File: config.mk
export PLATFORM = sky130hd
export DESIGN_NAME = dcdcc_top
export DESIGN_NICKNAME = d
export VERILOG_FILES = /design/src/design/dcdcc_div.v /design/src/design/dcdcc_top.v
export VERILOG_INCLUDE_DIRS = /design/src /design/src/design
export SDC_FILE = /design/constraint.sdc
export NUM_CORES = 1
export LEC_CHECK = 0
export BUFFER_PORTS_ARGS = -buffer_cell sky130_fd_sc_hd__buf_2
export CORE_AREA = 2 2 65 67
export DETAILED_ROUTE_END_ITERATION = 8
export DIE_AREA = 0 0 67 69
export GPL_TIMING_DRIVEN = 0
export PLACE_DENSITY = 0.73
export SLEW_MARGIN = 5
export SYNTH_ARGS = -nofsm -noshare
export SYNTH_HDL_FRONTEND = slang
export SYNTH_HIERARCHICAL = 1
export SYNTH_SLANG_ARGS = --single-unit
File: constraint.sdc
create_clock -name clk_sys -period 2.3 [get_ports clk_sys]
set_clock_uncertainty 0.15 [all_clocks]
set_input_delay 0.46 -clock clk_sys [delete_from_list [all_inputs] [get_ports clk_sys]]
set_output_delay 0.46 -clock clk_sys [all_outputs]
set_load 0.01 [all_outputs]
File: src/design/dcdcc_regs.vh
// Register map, field positions, reset values and timing counts of the
// converter clock control block.
// Assumes a 125 MHz system clock and one APB slave per block.
`ifndef DCDCC_REGS_VH
`define DCDCC_REGS_VH

// ----------------------------------------------------------------------
// Register index and byte address
// ----------------------------------------------------------------------
`define DCDCC_CTRL_IDX 12'h097
`define DCDCC_CTRL_ADDR 12'h25C
`define DCDCC_CTRL_RESET 8'h03

// ----------------------------------------------------------------------
// Field positions
// ----------------------------------------------------------------------
`define DCDCC_SRC_BIT 7
`define DCDCC_DIV_HI 6
`define DCDCC_DIV_LO 5
`define DCDCC_SARPOL_BIT 4
`define DCDCC_INV_BIT 3
`define DCDCC_SYNC_BIT 2
`define DCDCC_MIN_PULSE_WIDTH_SEL_HI 1
`define DCDCC_MIN_PULSE_WIDTH_SEL_LO 0

// ----------------------------------------------------------------------
// Timing
// ----------------------------------------------------------------------
`define DCDCC_CLK_PERIOD_NS 8
`define DCDCC_MINPW1_NS 10
`define DCDCC_MINPW2_NS 20
`define DCDCC_MINPW3_NS 40
`define DCDCC_NS_TO_CYC(ns) (((ns) + `DCDCC_CLK_PERIOD_NS - 1) / `DCDCC_CLK_PERIOD_NS)

`endif

File: src/design/dcdcc_div.v
// Divider that turns the system clock into a converter clock enable pulse.
// Assumes clk_sys is the only clock and the code input is stable per cycle.
`timescale 1ns/1ps

module dcdcc_div #(
  parameter CNT_W = 3
) (
  // Clock and reset
  input wire clk_sys,
  input wire rst_n,
  // Control
  input wire run,
  input wire [1:0] div_code,
  input wire invert,
  // Result
  output reg tick_r
);

  reg [CNT_W-1:0] cnt_r;
  reg [CNT_W-1:0] last;
  reg [CNT_W-1:0] fire_at;

  // Codes 0..3 give terminal counts 0, 1, 3 and 7.
  always @* begin
    last = (({{(CNT_W-1){1'b0}}, 1'b1} << div_code) - {{(CNT_W-1){1'b0}}, 1'b1});
    // An inverted source clock moves the edge by half a divided period; code 0 has no shift.
    fire_at = invert ? (last >> 1) + {{(CNT_W-1){1'b0}}, (last != {CNT_W{1'b0}})} : {CNT_W{1'b0}};
  end

  always @(posedge clk_sys or negedge rst_n) begin
    if (!rst_n) begin
      cnt_r <= {CNT_W{1'b0}};
      tick_r <= 1'b0;
    end else if (!run) begin
      cnt_r <= {CNT_W{1'b0}};
      tick_r <= 1'b0;
    end else begin
      cnt_r <= (cnt_r >= last) ? {CNT_W{1'b0}} : cnt_r + {{(CNT_W-1){1'b0}}, 1'b1};
      tick_r <= (cnt_r == fire_at);
    end
  end

endmodule // dcdcc_div

File: src/design/dcdcc_top.v
// Converter clock and ADC synchronisation control with one APB register.
// Assumes a single 125 MHz clock; the local oscillator arrives asynchronously.
`timescale 1ns/1ps
`include "dcdcc_regs.vh"

module dcdcc_top (
  // Clock and reset
  input wire clk_sys,
  input wire rst_n,
  // APB slave
  input wire psel,
  input wire penable,
  input wire pwrite,
  input wire [11:0] paddr,
  input wire [31:0] pwdata,
  output wire pready,
  output reg [31:0] prdata,
  output wire pslverr,
  // Local oscillator pin
  input wire osc_local,
  // Converter switcher side
  output reg conv_tick_r,
  output reg conv_clk_r,
  output reg min_pulse_width_sel_en_r,
  output reg [2:0] min_pulse_width_sel_cycles_r,
  // ADC side
  output reg adc_sync_r,
  output reg adc_track_r,
  output reg sar_clk_r
);

  // ----------------------------------------------------------------------
  // Control register
  // ----------------------------------------------------------------------
  reg [7:0] ctrl_r;
  wire apb_setup = psel && !penable;
  wire apb_access = psel && penable;
  wire addr_hit = (paddr == `DCDCC_CTRL_ADDR);
  // Bit 7 is writable so that software can choose the converter clock source.
  wire wr_en = apb_access && pwrite && addr_hit;
  wire [31:0] rd_word = addr_hit ? {24'h000000, ctrl_r} : 32'h00000000;

  // The slave never stalls; a stray address answers with an error and has no effect.
  assign pready = 1'b1;
  assign pslverr = apb_access && !addr_hit;

  always @(posedge clk_sys or negedge rst_n) begin
    if (!rst_n) begin
      ctrl_r <= `DCDCC_CTRL_RESET;
    end else if (wr_en) begin
      ctrl_r <= pwdata[7:0];
    end
  end

  // Read data is registered during setup so it is valid in the access phase.
  always @(posedge clk_sys or negedge rst_n) begin
    if (!rst_n) begin
      prdata <= 32'h00000000;
    end else if (apb_setup) begin
      prdata <= rd_word;
    end
  end

  // ----------------------------------------------------------------------
  // Field decode
  // ----------------------------------------------------------------------
  // Fields act from the cycle after the write edge.
  wire src_sys = ctrl_r[`DCDCC_SRC_BIT];
  wire [1:0] div_code = ctrl_r[`DCDCC_DIV_HI:`DCDCC_DIV_LO];
  wire sar_pol = ctrl_r[`DCDCC_SARPOL_BIT];
  wire sys_inv = ctrl_r[`DCDCC_INV_BIT];
  wire sync_en = ctrl_r[`DCDCC_SYNC_BIT];
  wire [1:0] min_pulse_width_sel = ctrl_r[`DCDCC_MIN_PULSE_WIDTH_SEL_HI:`DCDCC_MIN_PULSE_WIDTH_SEL_LO];

  // ----------------------------------------------------------------------
  // Local oscillator synchroniser and edge detect
  // ----------------------------------------------------------------------
  reg osc_s1_r;
  reg osc_s2_r;
  reg osc_s3_r;

  always @(posedge clk_sys or negedge rst_n) begin
    if (!rst_n) begin
      osc_s1_r <= 1'b0;
      osc_s2_r <= 1'b0;
      osc_s3_r <= 1'b0;
    end else begin
      osc_s1_r <= osc_local;
      osc_s2_r <= osc_s1_r;
      osc_s3_r <= osc_s2_r;
    end
  end

  // Only the second and third flops feed logic; the first may still be settling.
  // The third flop only remembers the previous level for the edge detect.
  wire osc_rise = osc_s2_r && !osc_s3_r;

  // ----------------------------------------------------------------------
  // System clock divider
  // ----------------------------------------------------------------------
  // The divider is held cleared while the local oscillator is selected, so a
  // switch to the system clock always starts from a known phase.
  wire sys_tick;

  dcdcc_div #(
    .CNT_W(3)
  ) u_div (
    .clk_sys(clk_sys),
    .rst_n(rst_n),
    .run(src_sys),
    .div_code(div_code),
    .invert(sys_inv),
    .tick_r(sys_tick)
  );

  // ----------------------------------------------------------------------
  // Converter clock selection
  // ----------------------------------------------------------------------
  wire conv_tick_nxt = src_sys ? sys_tick : osc_rise;
  // The converter clock is a square wave at half the tick rate; each tick is one of its edges.
  wire conv_clk_nxt = conv_tick_nxt ? !conv_clk_r : conv_clk_r;

  always @(posedge clk_sys or negedge rst_n) begin
    if (!rst_n) begin
      conv_tick_r <= 1'b0;
    end else begin
      conv_tick_r <= conv_tick_nxt;
    end
  end

  always @(posedge clk_sys or negedge rst_n) begin
    if (!rst_n) begin
      conv_clk_r <= 1'b0;
    end else begin
      conv_clk_r <= conv_clk_nxt;
    end
  end

  // ----------------------------------------------------------------------
  // Minimum pulse width
  // ----------------------------------------------------------------------
  // Widths are rounded up to whole system clock cycles, so a pulse is never shorter than asked.
  wire [31:0] minpw1_full = `DCDCC_NS_TO_CYC(`DCDCC_MINPW1_NS);
  wire [31:0] minpw2_full = `DCDCC_NS_TO_CYC(`DCDCC_MINPW2_NS);
  wire [31:0] minpw3_full = `DCDCC_NS_TO_CYC(`DCDCC_MINPW3_NS);
  reg [2:0] min_pulse_width_sel_cycles_nxt;

  always @* begin
    case (min_pulse_width_sel)
      2'b01: begin
        min_pulse_width_sel_cycles_nxt = minpw1_full[2:0];
      end
      2'b10: begin
        min_pulse_width_sel_cycles_nxt = minpw2_full[2:0];
      end
      2'b11: begin
        min_pulse_width_sel_cycles_nxt = minpw3_full[2:0];
      end
      default: begin
        min_pulse_width_sel_cycles_nxt = 3'h0;
      end
    endcase
  end

  always @(posedge clk_sys or negedge rst_n) begin
    if (!rst_n) begin
      min_pulse_width_sel_en_r <= 1'b0;
    end else begin
      min_pulse_width_sel_en_r <= (min_pulse_width_sel != 2'b00);
    end
  end

  always @(posedge clk_sys or negedge rst_n) begin
    if (!rst_n) begin
      min_pulse_width_sel_cycles_r <= 3'h0;
    end else begin
      min_pulse_width_sel_cycles_r <= min_pulse_width_sel_cycles_nxt;
    end
  end

  // ----------------------------------------------------------------------
  // ADC synchronisation
  // ----------------------------------------------------------------------
  // Tracking runs while the converter clock is low, the equal-length quiet half of
  // the switching cycle; SAR clock follows the converter clock when the polarity bit is set and is its inverse when clear.
  always @(posedge clk_sys or negedge rst_n) begin
    if (!rst_n) begin
      adc_sync_r <= 1'b0;
    end else begin
      adc_sync_r <= sync_en;
    end
  end

  always @(posedge clk_sys or negedge rst_n) begin
    if (!rst_n) begin
      adc_track_r <= 1'b0;
    end else begin
      adc_track_r <= sync_en && !conv_clk_nxt;
    end
  end

  // Polarity only matters while sync is on; with sync off the SAR clock rests low.
  always @(posedge clk_sys or negedge rst_n) begin
    if (!rst_n) begin
      sar_clk_r <= 1'b0;
    end else if (sync_en) begin
      sar_clk_r <= conv_clk_nxt ^ !sar_pol;
    end else begin
      sar_clk_r <= 1'b0;
    end
  end

endmodule // dcdcc_top

==> results.md, run 1 <==
- Status: finished, final reports clean
- Cell mode on critical path: buf_2
- Diodes inserted: 0
- Most common cell after layout, fill and taps aside: buf_2
- Max cap viols: 0
- Adder-cell share of the synthesized area: under 10%
- Arr. time, crit path: 1.45 ns
- Area delta synth->final: 28.2%
- CTS root buf: clkbuf_8
- Initial Util: 40.9%
- First-pass GRT wire length: between 4000 and 5000 µm
- Setup violators final: 0
- Worst Setup Start Kind: primary input
- Post-CTS sizing: 0
- Die ar.: between 4000 and 5000 µm²
- CP Depth: 6
- PortBufs: 43
- GRT Util Overall: 12.6%
- Worst reg2reg path depth: 5
- Crit share post-route: a little under 90%
- Async SR Flop Fraction: 100%
- Vias: 1115
- GRT met1 Usage: around 15%
- CP max stage delay: 0.33 ns
- IO Count: 93
- Post-synthesis xor/xnor area fraction: around 1.6%
- Hold buffers post-CTS: 0
- CTS Buffer Depth: 2
- Largest net degree at the start of global routing: 33
- Layout cell share with drive strength beyond 1: 42.4%
- Site Rows: 23
- Reg area: around 800 µm²
- Critical Path Fanout Max: 9
- Largest family of logic cells by synthesized area: simple AND/OR/NAND/NOR gates
- Top cell type's share of synthesized area: a little under half
- Post-Synth Simple-Gate Area: 15.0%
- Worst r2r src: ctrl_r[6]
- Slew Limit Fails: 0
- Cell count after synthesis: 143
- Postcts setup bufs: 0
- WP data required: about 1.7 ns
- Max Clk Rate: 486 MHz
- Die Wd: 67 µm
- Nets: about 270
- Compound-Gate Fraction of Synth Area: 6.33%
- Clock Latency Late Sink: between 0.2 and 0.3 ns
- Post-DRT Antenna Nets: 0
- Yosys top cell by area: dfrtp_1
- Avg Cell Area, Syn: 11.2 µm²
- CP top delay family: simple AND/OR/NAND/NOR gates
- Drt drc: 0
- Slew HR: ~55%
- Synth unique cells: 28
- Critical-path cell list: buf_2, nor4b_4, and3_1, buf_4, nor2_1, buf_2
- Filler Cells Inserted: around 390
- TritonRoute pass-1 iters: 2
- RSZ-0062 raised after global routing: no
- Leak: 1.13 nW
- Seq/Total Area, Yosys: 50.2%
- Tmin final: 2.06 ns
- Vias/cell: roughly 4.2
- Detailed Place HPWL: 2040 µm
- Worst-case vdd ir drop: 0.279 mV
- Slowest stage cell, crit path: nor4b_4
- CORE AREA: 3910 µm²
- Final hold viol count: 0
- GRT Max-Usage Layer: met2
- RePlAce Congestion: 0.764
- Min-delay worst type: in2async
- GRT met3 Usage: under 10%
- H-tree Lvls: 2
- Number of synthesized flops with an enable pin: 0
- Clk slew on worst S/H paths: about 0.07 ns
- Initial antenna violation count: 0
- Worst Setup SP: paddr[1]
- Ys Warns: 6
- Multi-input logic area: 662 µm²
- Finished Core Util: 52.4%
- Crit Path Category: in2out
- CTS tree: built
- Final setup TNS: 0 ns
- Commonest cells after routing, fill and taps aside: 43 x buf_2, 30 x dfrtp_1, 26 x buf_4
- PD cells: 547 nW/µm²
- Grt ovf: 0
- Synthesis-stage register bit count: 32
- Sink Count: 32
- Buf/Inv on CP: 3
- Initial drt markers: 31
- Mux cell area share after synthesis: 6.25%
- Die height: roughly 69 µm
- Main area contributors after synthesis: dfrtp_1 47%, buf_4 12%, ha_1 6.3%
- Vias in the first global route: 1022
- M2 GR Usage: slightly above 20%
- Total CTS buffers: 5
- WL final: 2650 µm
- Mapped Area: ~1600 µm²
- Most used DFF post-synth: dfrtp_1
- WL/cell: 9.92 µm
- Crit path capture type: primary output
- Worst-Margin Slew: approximately 0.67 ns
-- worst reg2reg max path: cells and delay by family, from the launching register on --
kind	cells	cell delay, ns
simple gates	2	0.41
compound gates	2	0.44
flops	1	0.45
fa+ha+maj	1	0.26
-- synth_stat cells, types with 3 or more instances --
master / count
dfrtp_1: 30
buf_4: 26
inv_1: 6
nor2_1: 3
o21ai_1: 8
nand2_1: 21
a211oi_1: 4
ha_1: 8
mux2_2: 8
nand2b_1: 5
-- layout make-up --
cell class | count | share of cell area, %
flip-flops and latches | 32 | 39.1
multi-input cells | 101 | 32.3
repair buffers | 43 | 10.5
plain buffers | 27 | 9.70
clock buffers | 5 | 3.35
well taps | 50 | 3.05
inverters | 6 | 1.10
clock inverters | 3 | 0.915
-- flip-flops by register name (all words and copies together) (netlist names) --
name and flops:
conv_tick_r 1, u_div/cnt_r 3, adc_sync_r 1, osc_s1_r 1, osc_s2_r 1, min_pulse_width_sel_en_r 1
prdata 8, adc_track_r 1, u_div/tick_r 1, conv_clk_r 1, sar_clk_r 1, osc_s3_r 1
ctrl_r 8, min_pulse_width_sel_cycles_r 3
-- final timing paths --
kind | slack, ns | end
worst max-delay path | 0.24 | pslverr
worst min-delay path | 0.06 | prdata[7]
worst max register to register | 0.50 | u_div/cnt_r[1]
worst min register to register | 0.20 | osc_s2_r
max in group asynchronous | 1.50 | ctrl_r[6]
min in group clk_sys | 0.14 | osc_s1_r
-- layer usage --
layer,vias up,share of wire [%]
met5,-,0
met4,0,1.9
met3,5,7.6
met2,41,48
met1,499,42
li1,570,-
-- kinds of logic after synthesis --
logic type                 count (synthesis)
xor gates and xnor gates                   3
adders and majority gates                  8
AOI/OAI and AO/OA                         16
and+or+nand+nor                           40
DFF                                       32
buffers and inverters                     33
muxes                                      9
other                                      2
-- through the flow --
step           setup slack, ns  hold slack (ns)  cell area (µm²)  power (W)  instances
2_1_floorplan            0.498           0.0144             1690   0.000675        166
3_3_place_gp             0.248            0.183             1960   0.000722        259
3_5_place_dp             0.237            0.193             1960   0.000724        259
4_1_cts                  0.235           0.0855             2050    0.00114        267
5_1_grt                  0.174            0.120             2050    0.00119        267
6_report                 0.243           0.0646             2050    0.00112        267
-- report_power, final --
group | leakage [nW] | switching (W) | internal, W | total (W)
clock network | 0.0479 | 0.000199 | 0.000210 | 0.000409
logic | 0.654 | 0.0000682 | 0.0000625 | 0.000131
registers | 0.430 | 0.00000686 | 0.000576 | 0.000583
total | 1.13 | 0.000274 | 0.000849 | 0.00112
No activity file was read; power rests on OpenSTA's default activity.
==> run 2: changes to the inputs <==
- PLACE_DENSITY: 0.73 -> 0.85
==> run 2 against run 1 <==
Sequential share of layout area stayed put; sequential cell count stayed put; maximum frequency is 0.79% higher; register-to-register slack worse by 0.06 ns; total power is 0.85% higher; largest power group unchanged; global-route usage is 0.25 points higher; worst setup slack better by 0.016 ns; wire length is 2.5% higher; clock power is 2% higher; critical path depth stayed put; clock-buffer cell count stayed put; cell count stayed put.
==> results.md, run 2 (same netlist as run 1, synthesis figures left out) <==
- Most common cell after layout, fill and taps aside: buf_2
- Setup violators final: 0
- GRT Util Overall: 12.8%
- First-pass GRT wire length: around 4400 µm
- Detailed Place HPWL: 2100 µm
- Initial antenna violation count: 0
- Diodes inserted: 0
- Clk slew on worst S/H paths: 0.07 ns
- Vias/cell: 4.20
- Vias: 1121
- Vias in the first global route: about 1000
- Placed insts: 259
- Site Rows: 23
- Post-DRT Antenna Nets: 0
- Tmin final: 2.04 ns
- WL/cell: between 10 and 15 µm
- Crit share post-route: between 80 and 90%
- Commonest cells after routing, fill and taps aside: 43 x buf_2, 30 x dfrtp_1, 26 x buf_4
- DP Worst Slack: 0.256 ns
- IO Count: 93
- H-tree Lvls: 2
- Grt ovf: 0
- Design area: 2050 µm²
- Area delta synth->final: 28.2%
- WL final: 2710 µm
- Worst setup margin: 0.259 ns
- Largest net degree at the start of global routing: 33
- Initial drt markers: 26
- Slew HR: between 50% and 60%
- Drt drc: 0
- Leak: roughly 1.1 nW
- Max cap viols: 0
- Status: finished, final reports clean
- Postcts setup bufs: 0
- Slew Limit Fails: 0
- Die height: between 60 and 70 µm
- Arr. time, crit path: 1.43 ns
- Clock Latency Late Sink: slightly below 0.3 ns
- CTS Buffer Depth: 2
- Non-Filler Instances: approximately 270
- Worst-case vdd ir drop: 0.218 mV
- Worst-Margin Slew: 0.680 ns
- Min-delay worst type: in2async
- Dpl cell area: 1960 µm²
- Nets: between 200 and 300
- Filler Cells Inserted: 361
- Hold buffers post-CTS: 0
- Final hold viol count: 0
- CORE AREA: between 3000 and 4000 µm²
- Reg area: 803 µm²
- RePlAce Congestion: approximately 0.70
- Post-CTS sizing: 0
- Die Wd: roughly 67 µm
- Worst hold slack: 0.0598 ns
- Multi-input logic area: 662 µm²
- Total CTS buffers: 5
- Initial Util: 40.9%
- CTS tree: built
- RSZ-0062 raised after global routing: no
- Crit Path Category: in2out
- Max Clk Rate: 490 MHz
- Sink Count: 32
- Crit path capture type: primary output
- Layout cell share with drive strength beyond 1: 42.4%
- Critical Path Fanout Max: 9
- Die ar.: 4620 µm²
- Final setup TNS: 0 ns
- WP data required: 1.69 ns
- Biggest regs: ctrl_r: 8 flops, prdata: 8 flops
- Worst Setup Start Kind: primary input
- PD cells: 552 nW/µm²
- PortBufs: 43
- CTS root buf: clkbuf_8
- TritonRoute pass-1 iters: 4
run 2: cell counts in the layout (fill, tap and decap cells not counted):
No cell type changed its count.
run 2: report_power, final:
group,leakage [nW],internal (W),switching [W]
sequential,0.430,0.000576,0.00000792
clock,0.0479,0.000210,0.000209
combinational,0.654,0.0000624,0.0000667
run 2: metal layers:
metal | part of all wire, % | GRT usage (%)
met3 | 8.6 | 5.55
met1 | 39 | 13.7
met5 | 0 | 0
met4 | 2.4 | 7.48
met2 | 50 | 20.5
run 2: through the flow:
stage / total power (W) / util (%)
3_3_place_gp: 0.000721 / 50.2
2_1_floorplan: 0.000675 / -
6_report: 0.00113 / 52.4
5_1_grt: 0.00119 / 52.4
3_5_place_dp: 0.000725 / 50.2
4_1_cts: 0.00114 / 52.4
run 2: worst paths after layout:
path                       startpoint             end  depth (start not counted)  slack [ns]
min in group clk_sys        osc_local        osc_s1_r                          1        0.13
min reg2reg                  osc_s1_r        osc_s2_r                          0        0.20
max reg2reg                 ctrl_r[6]  u_div/cnt_r[2]                          5        0.44
max                          paddr[1]         pslverr                          6        0.26
max in group asynchronous       rst_n       prdata[1]                          1        1.50
min                             rst_n       prdata[4]                          1        0.06
run 2: area by class of cell:
class,instances,area share (%)
timing repair buffer,43,10.5
inverter,6,1.10
clock buffer,5,3.35
multi-input combinational,101,32.3
tap,50,3.05
sequential,32,39.1
clock inverter,3,0.915
buffer,27,9.70
run 2: critical path, cell delays in order:
cell and delay [ns]:
buf_2 0.11, nor4b_4 0.33, and3_1 0.19, buf_4 0.15, nor2_1 0.05, buf_2 0.13
==> run 3: changes to the inputs <==
- RECOVER_POWER: not set -> 25
==> run 3 against run 2 <==
The run now ends with capacitance limit, slew limit left; clock power about the same; register-to-register slack is essentially flat; hold slack improved by 0.069 ns; first-iteration DRC count decreased by 3.8%; total power hardly changed; maximum frequency stayed put; non-clock buffer count unchanged; sequential cell count is the same; critical endpoint unchanged; largest power group unchanged.
==> results.md, run 3 (same netlist as run 1, synthesis figures left out) <==
- Site Rows: 23
- GRT met3 Usage: under 10%
- Arr. time, crit path: 1.43 ns
- Die ar.: 4620 µm²
- Max Clk Rate: 490 MHz
- Status: complete, but fails checks
- Initial drt markers: 25
- Hold Path Stages: 1
- GRT met1 Usage: 13.7%
- Nets: 274
- RePlAce Congestion: around 0.7
- Total CTS buffers: 5
- Crit path capture type: primary output
- Detailed Place HPWL: 2100 µm
- TritonRoute pass-1 iters: 4
- Worst reg2reg path depth: 5
- WP data required: roughly 1.7 ns
- H-tree Lvls: 2
- CTS Buffer Depth: 2
- Crit Path Category: in2out
- Critical Path Fanout Max: 9
- Initial Util: 40.9%
- Clock Latency Late Sink: a little under 0.3 ns
- Vias/cell: 4.20
- Vias: between 1000 and 1500
- Clk slew on worst S/H paths: around 0.06 ns
- Final setup TNS: 0 ns
- Slowest stage cell, crit path: nor4b_4
- Initial antenna violation count: 0
- Psw: 0.000284 W
- CP Depth: 6
- Die height: just under 70 µm
- Sink Count: 32
- Sw Ratio: 25.1%
- Post-DRT Antenna Nets: 0
- Design area: between 2000 and 2500 µm²
- M2 GR Usage: ~20%
- WL final: 2710 µm
- Critical-path cell list: buf_2, nor4b_4, and3_1, buf_4, nor2_1, buf_2
- IO Count: 93
- Reg area: about 800 µm²
- Multi-input logic area: around 660 µm²
- Worst Setup Start Kind: primary input
- CP max stage delay: 0.33 ns
- Layout cell share with drive strength beyond 1: 41.9%
- Worst-case vdd ir drop: 0.218 mV
- Biggest regs: ctrl_r: 8 flops, prdata: 8 flops
- CTS tree: built
- First-pass GRT wire length: about 4400 µm
- Violated checks: capacitance limit, slew limit
- Crit share post-route: 88.7%
- Cell mode on critical path: buf_2
- Most common cell after layout, fill and taps aside: buf_2
- Worst-Margin Slew: 1.62 ns
- Area delta synth->final: 28.1%
- Final hold viol count: 0
- GRT Util Overall: 12.8%
- Slew HR: -8.27%
- Hold buffers post-CTS: 0
- Diodes inserted: 0
- WL/cell: 10.2 µm
- Die Wd: between 60 and 70 µm
- GRT Max-Usage Layer: met2
- Min-delay worst type: in2reg
- Dpl cell area: 1960 µm²
- Leak: between 1 and 1.5 nW
- Filler Cells Inserted: about 360
- CP top delay family: simple AND/OR/NAND/NOR gates
- PD cells: roughly 550 nW/µm²
- Largest net degree at the start of global routing: 33
- Postcts setup bufs: 0
- Post-CTS sizing: 0
- Max cap viols: 1
- Int Power: 0.000848 W
- Tmin final: about 2.0 ns
- Comb pwr share: 11.4%
- Reg power frac: 51.6%
- CTS root buf: clkbuf_8
- Grt ovf: 0
- PortBufs: 43
- Vias in the first global route: 1023
- Commonest cells after routing, fill and taps aside: 42 x buf_2, 30 x dfrtp_1, 26 x buf_4
- Worst hold slack: 0.129 ns
- Clock group share of total power: 37.0%
- Setup violators final: 0
- RSZ-0062 raised after global routing: no
- Drt drc: 0
- Slew Limit Fails: 33
- CORE AREA: 3910 µm²
- Buf/Inv on CP: 3
## run 3: cell types whose count changed in the layout (fill, tap and decap cells not counted), sizes merged
| cell | previous run | this run |
|---|---|---|
| clkbuf | 5 | 6 |
| buf | 70 | 69 |
## run 3: final cells by class
type                    count  share of cell area (%)
well taps                  50                    3.05
repair buffers             43                    10.4
plain buffers              27                    9.70
clock buffers               5                    3.36
multi-input cells         101                    32.3
clock inverters             3                   0.915
flip-flops and latches     32                    39.2
inverters                   6                    1.10
## run 3: stage by stage
| stage | instances | utilization [%] | worst slack [ns] | total power [W] |
|---|---|---|---|---|
| floorplan | 166 | - | 0.498 | 0.000675 |
| global placement | 259 | 50.2 | 0.253 | 0.000721 |
| detailed placement | 259 | 50.2 | 0.256 | 0.000725 |
| CTS | 267 | 52.4 | 0.256 | 0.00114 |
| global route | 267 | 52.4 | 0.179 | 0.00119 |
| finish | 267 | 52.4 | 0.259 | 0.00113 |
## run 3: path summary, 6_finish.rpt
| kind | startpoint | end | slack, ns |
|---|---|---|---|
| setup / recovery | paddr[1] | pslverr | 0.26 |
| hold / removal | osc_local | osc_s1_r | 0.13 |
| setup reg to reg | ctrl_r[6] | u_div/cnt_r[2] | 0.44 |
| hold reg to reg | osc_s1_r | osc_s2_r | 0.20 |
| max in group asynchronous | rst_n | prdata[1] | 0.63 |
| min in group asynchronous | rst_n | prdata[4] | 0.43 |
## run 3: power by group through the flow
| stage | sequential, W | combinational (W) | clock [W] |
|---|---|---|---|
| after floorplan | 0.000598 | 0.0000761 | 0 |
| after global placement | 0.000593 | 0.000128 | 0 |
| after detailed placement | 0.000595 | 0.000130 | 0 |
| after CTS | 0.000584 | 0.000130 | 0.000430 |
| after global routing | 0.000585 | 0.000145 | 0.000458 |
| final | 0.000584 | 0.000129 | 0.000419 |
## run 3: metal layers
metal  part of all wire, %  routed length [µm]  vias up
li1                      -                   -      566
met1                    39                1060      507
met2                    50                1360       42
met3                   8.6                 232        6
met4                   2.4                  64        0
met5                     0                   0        -
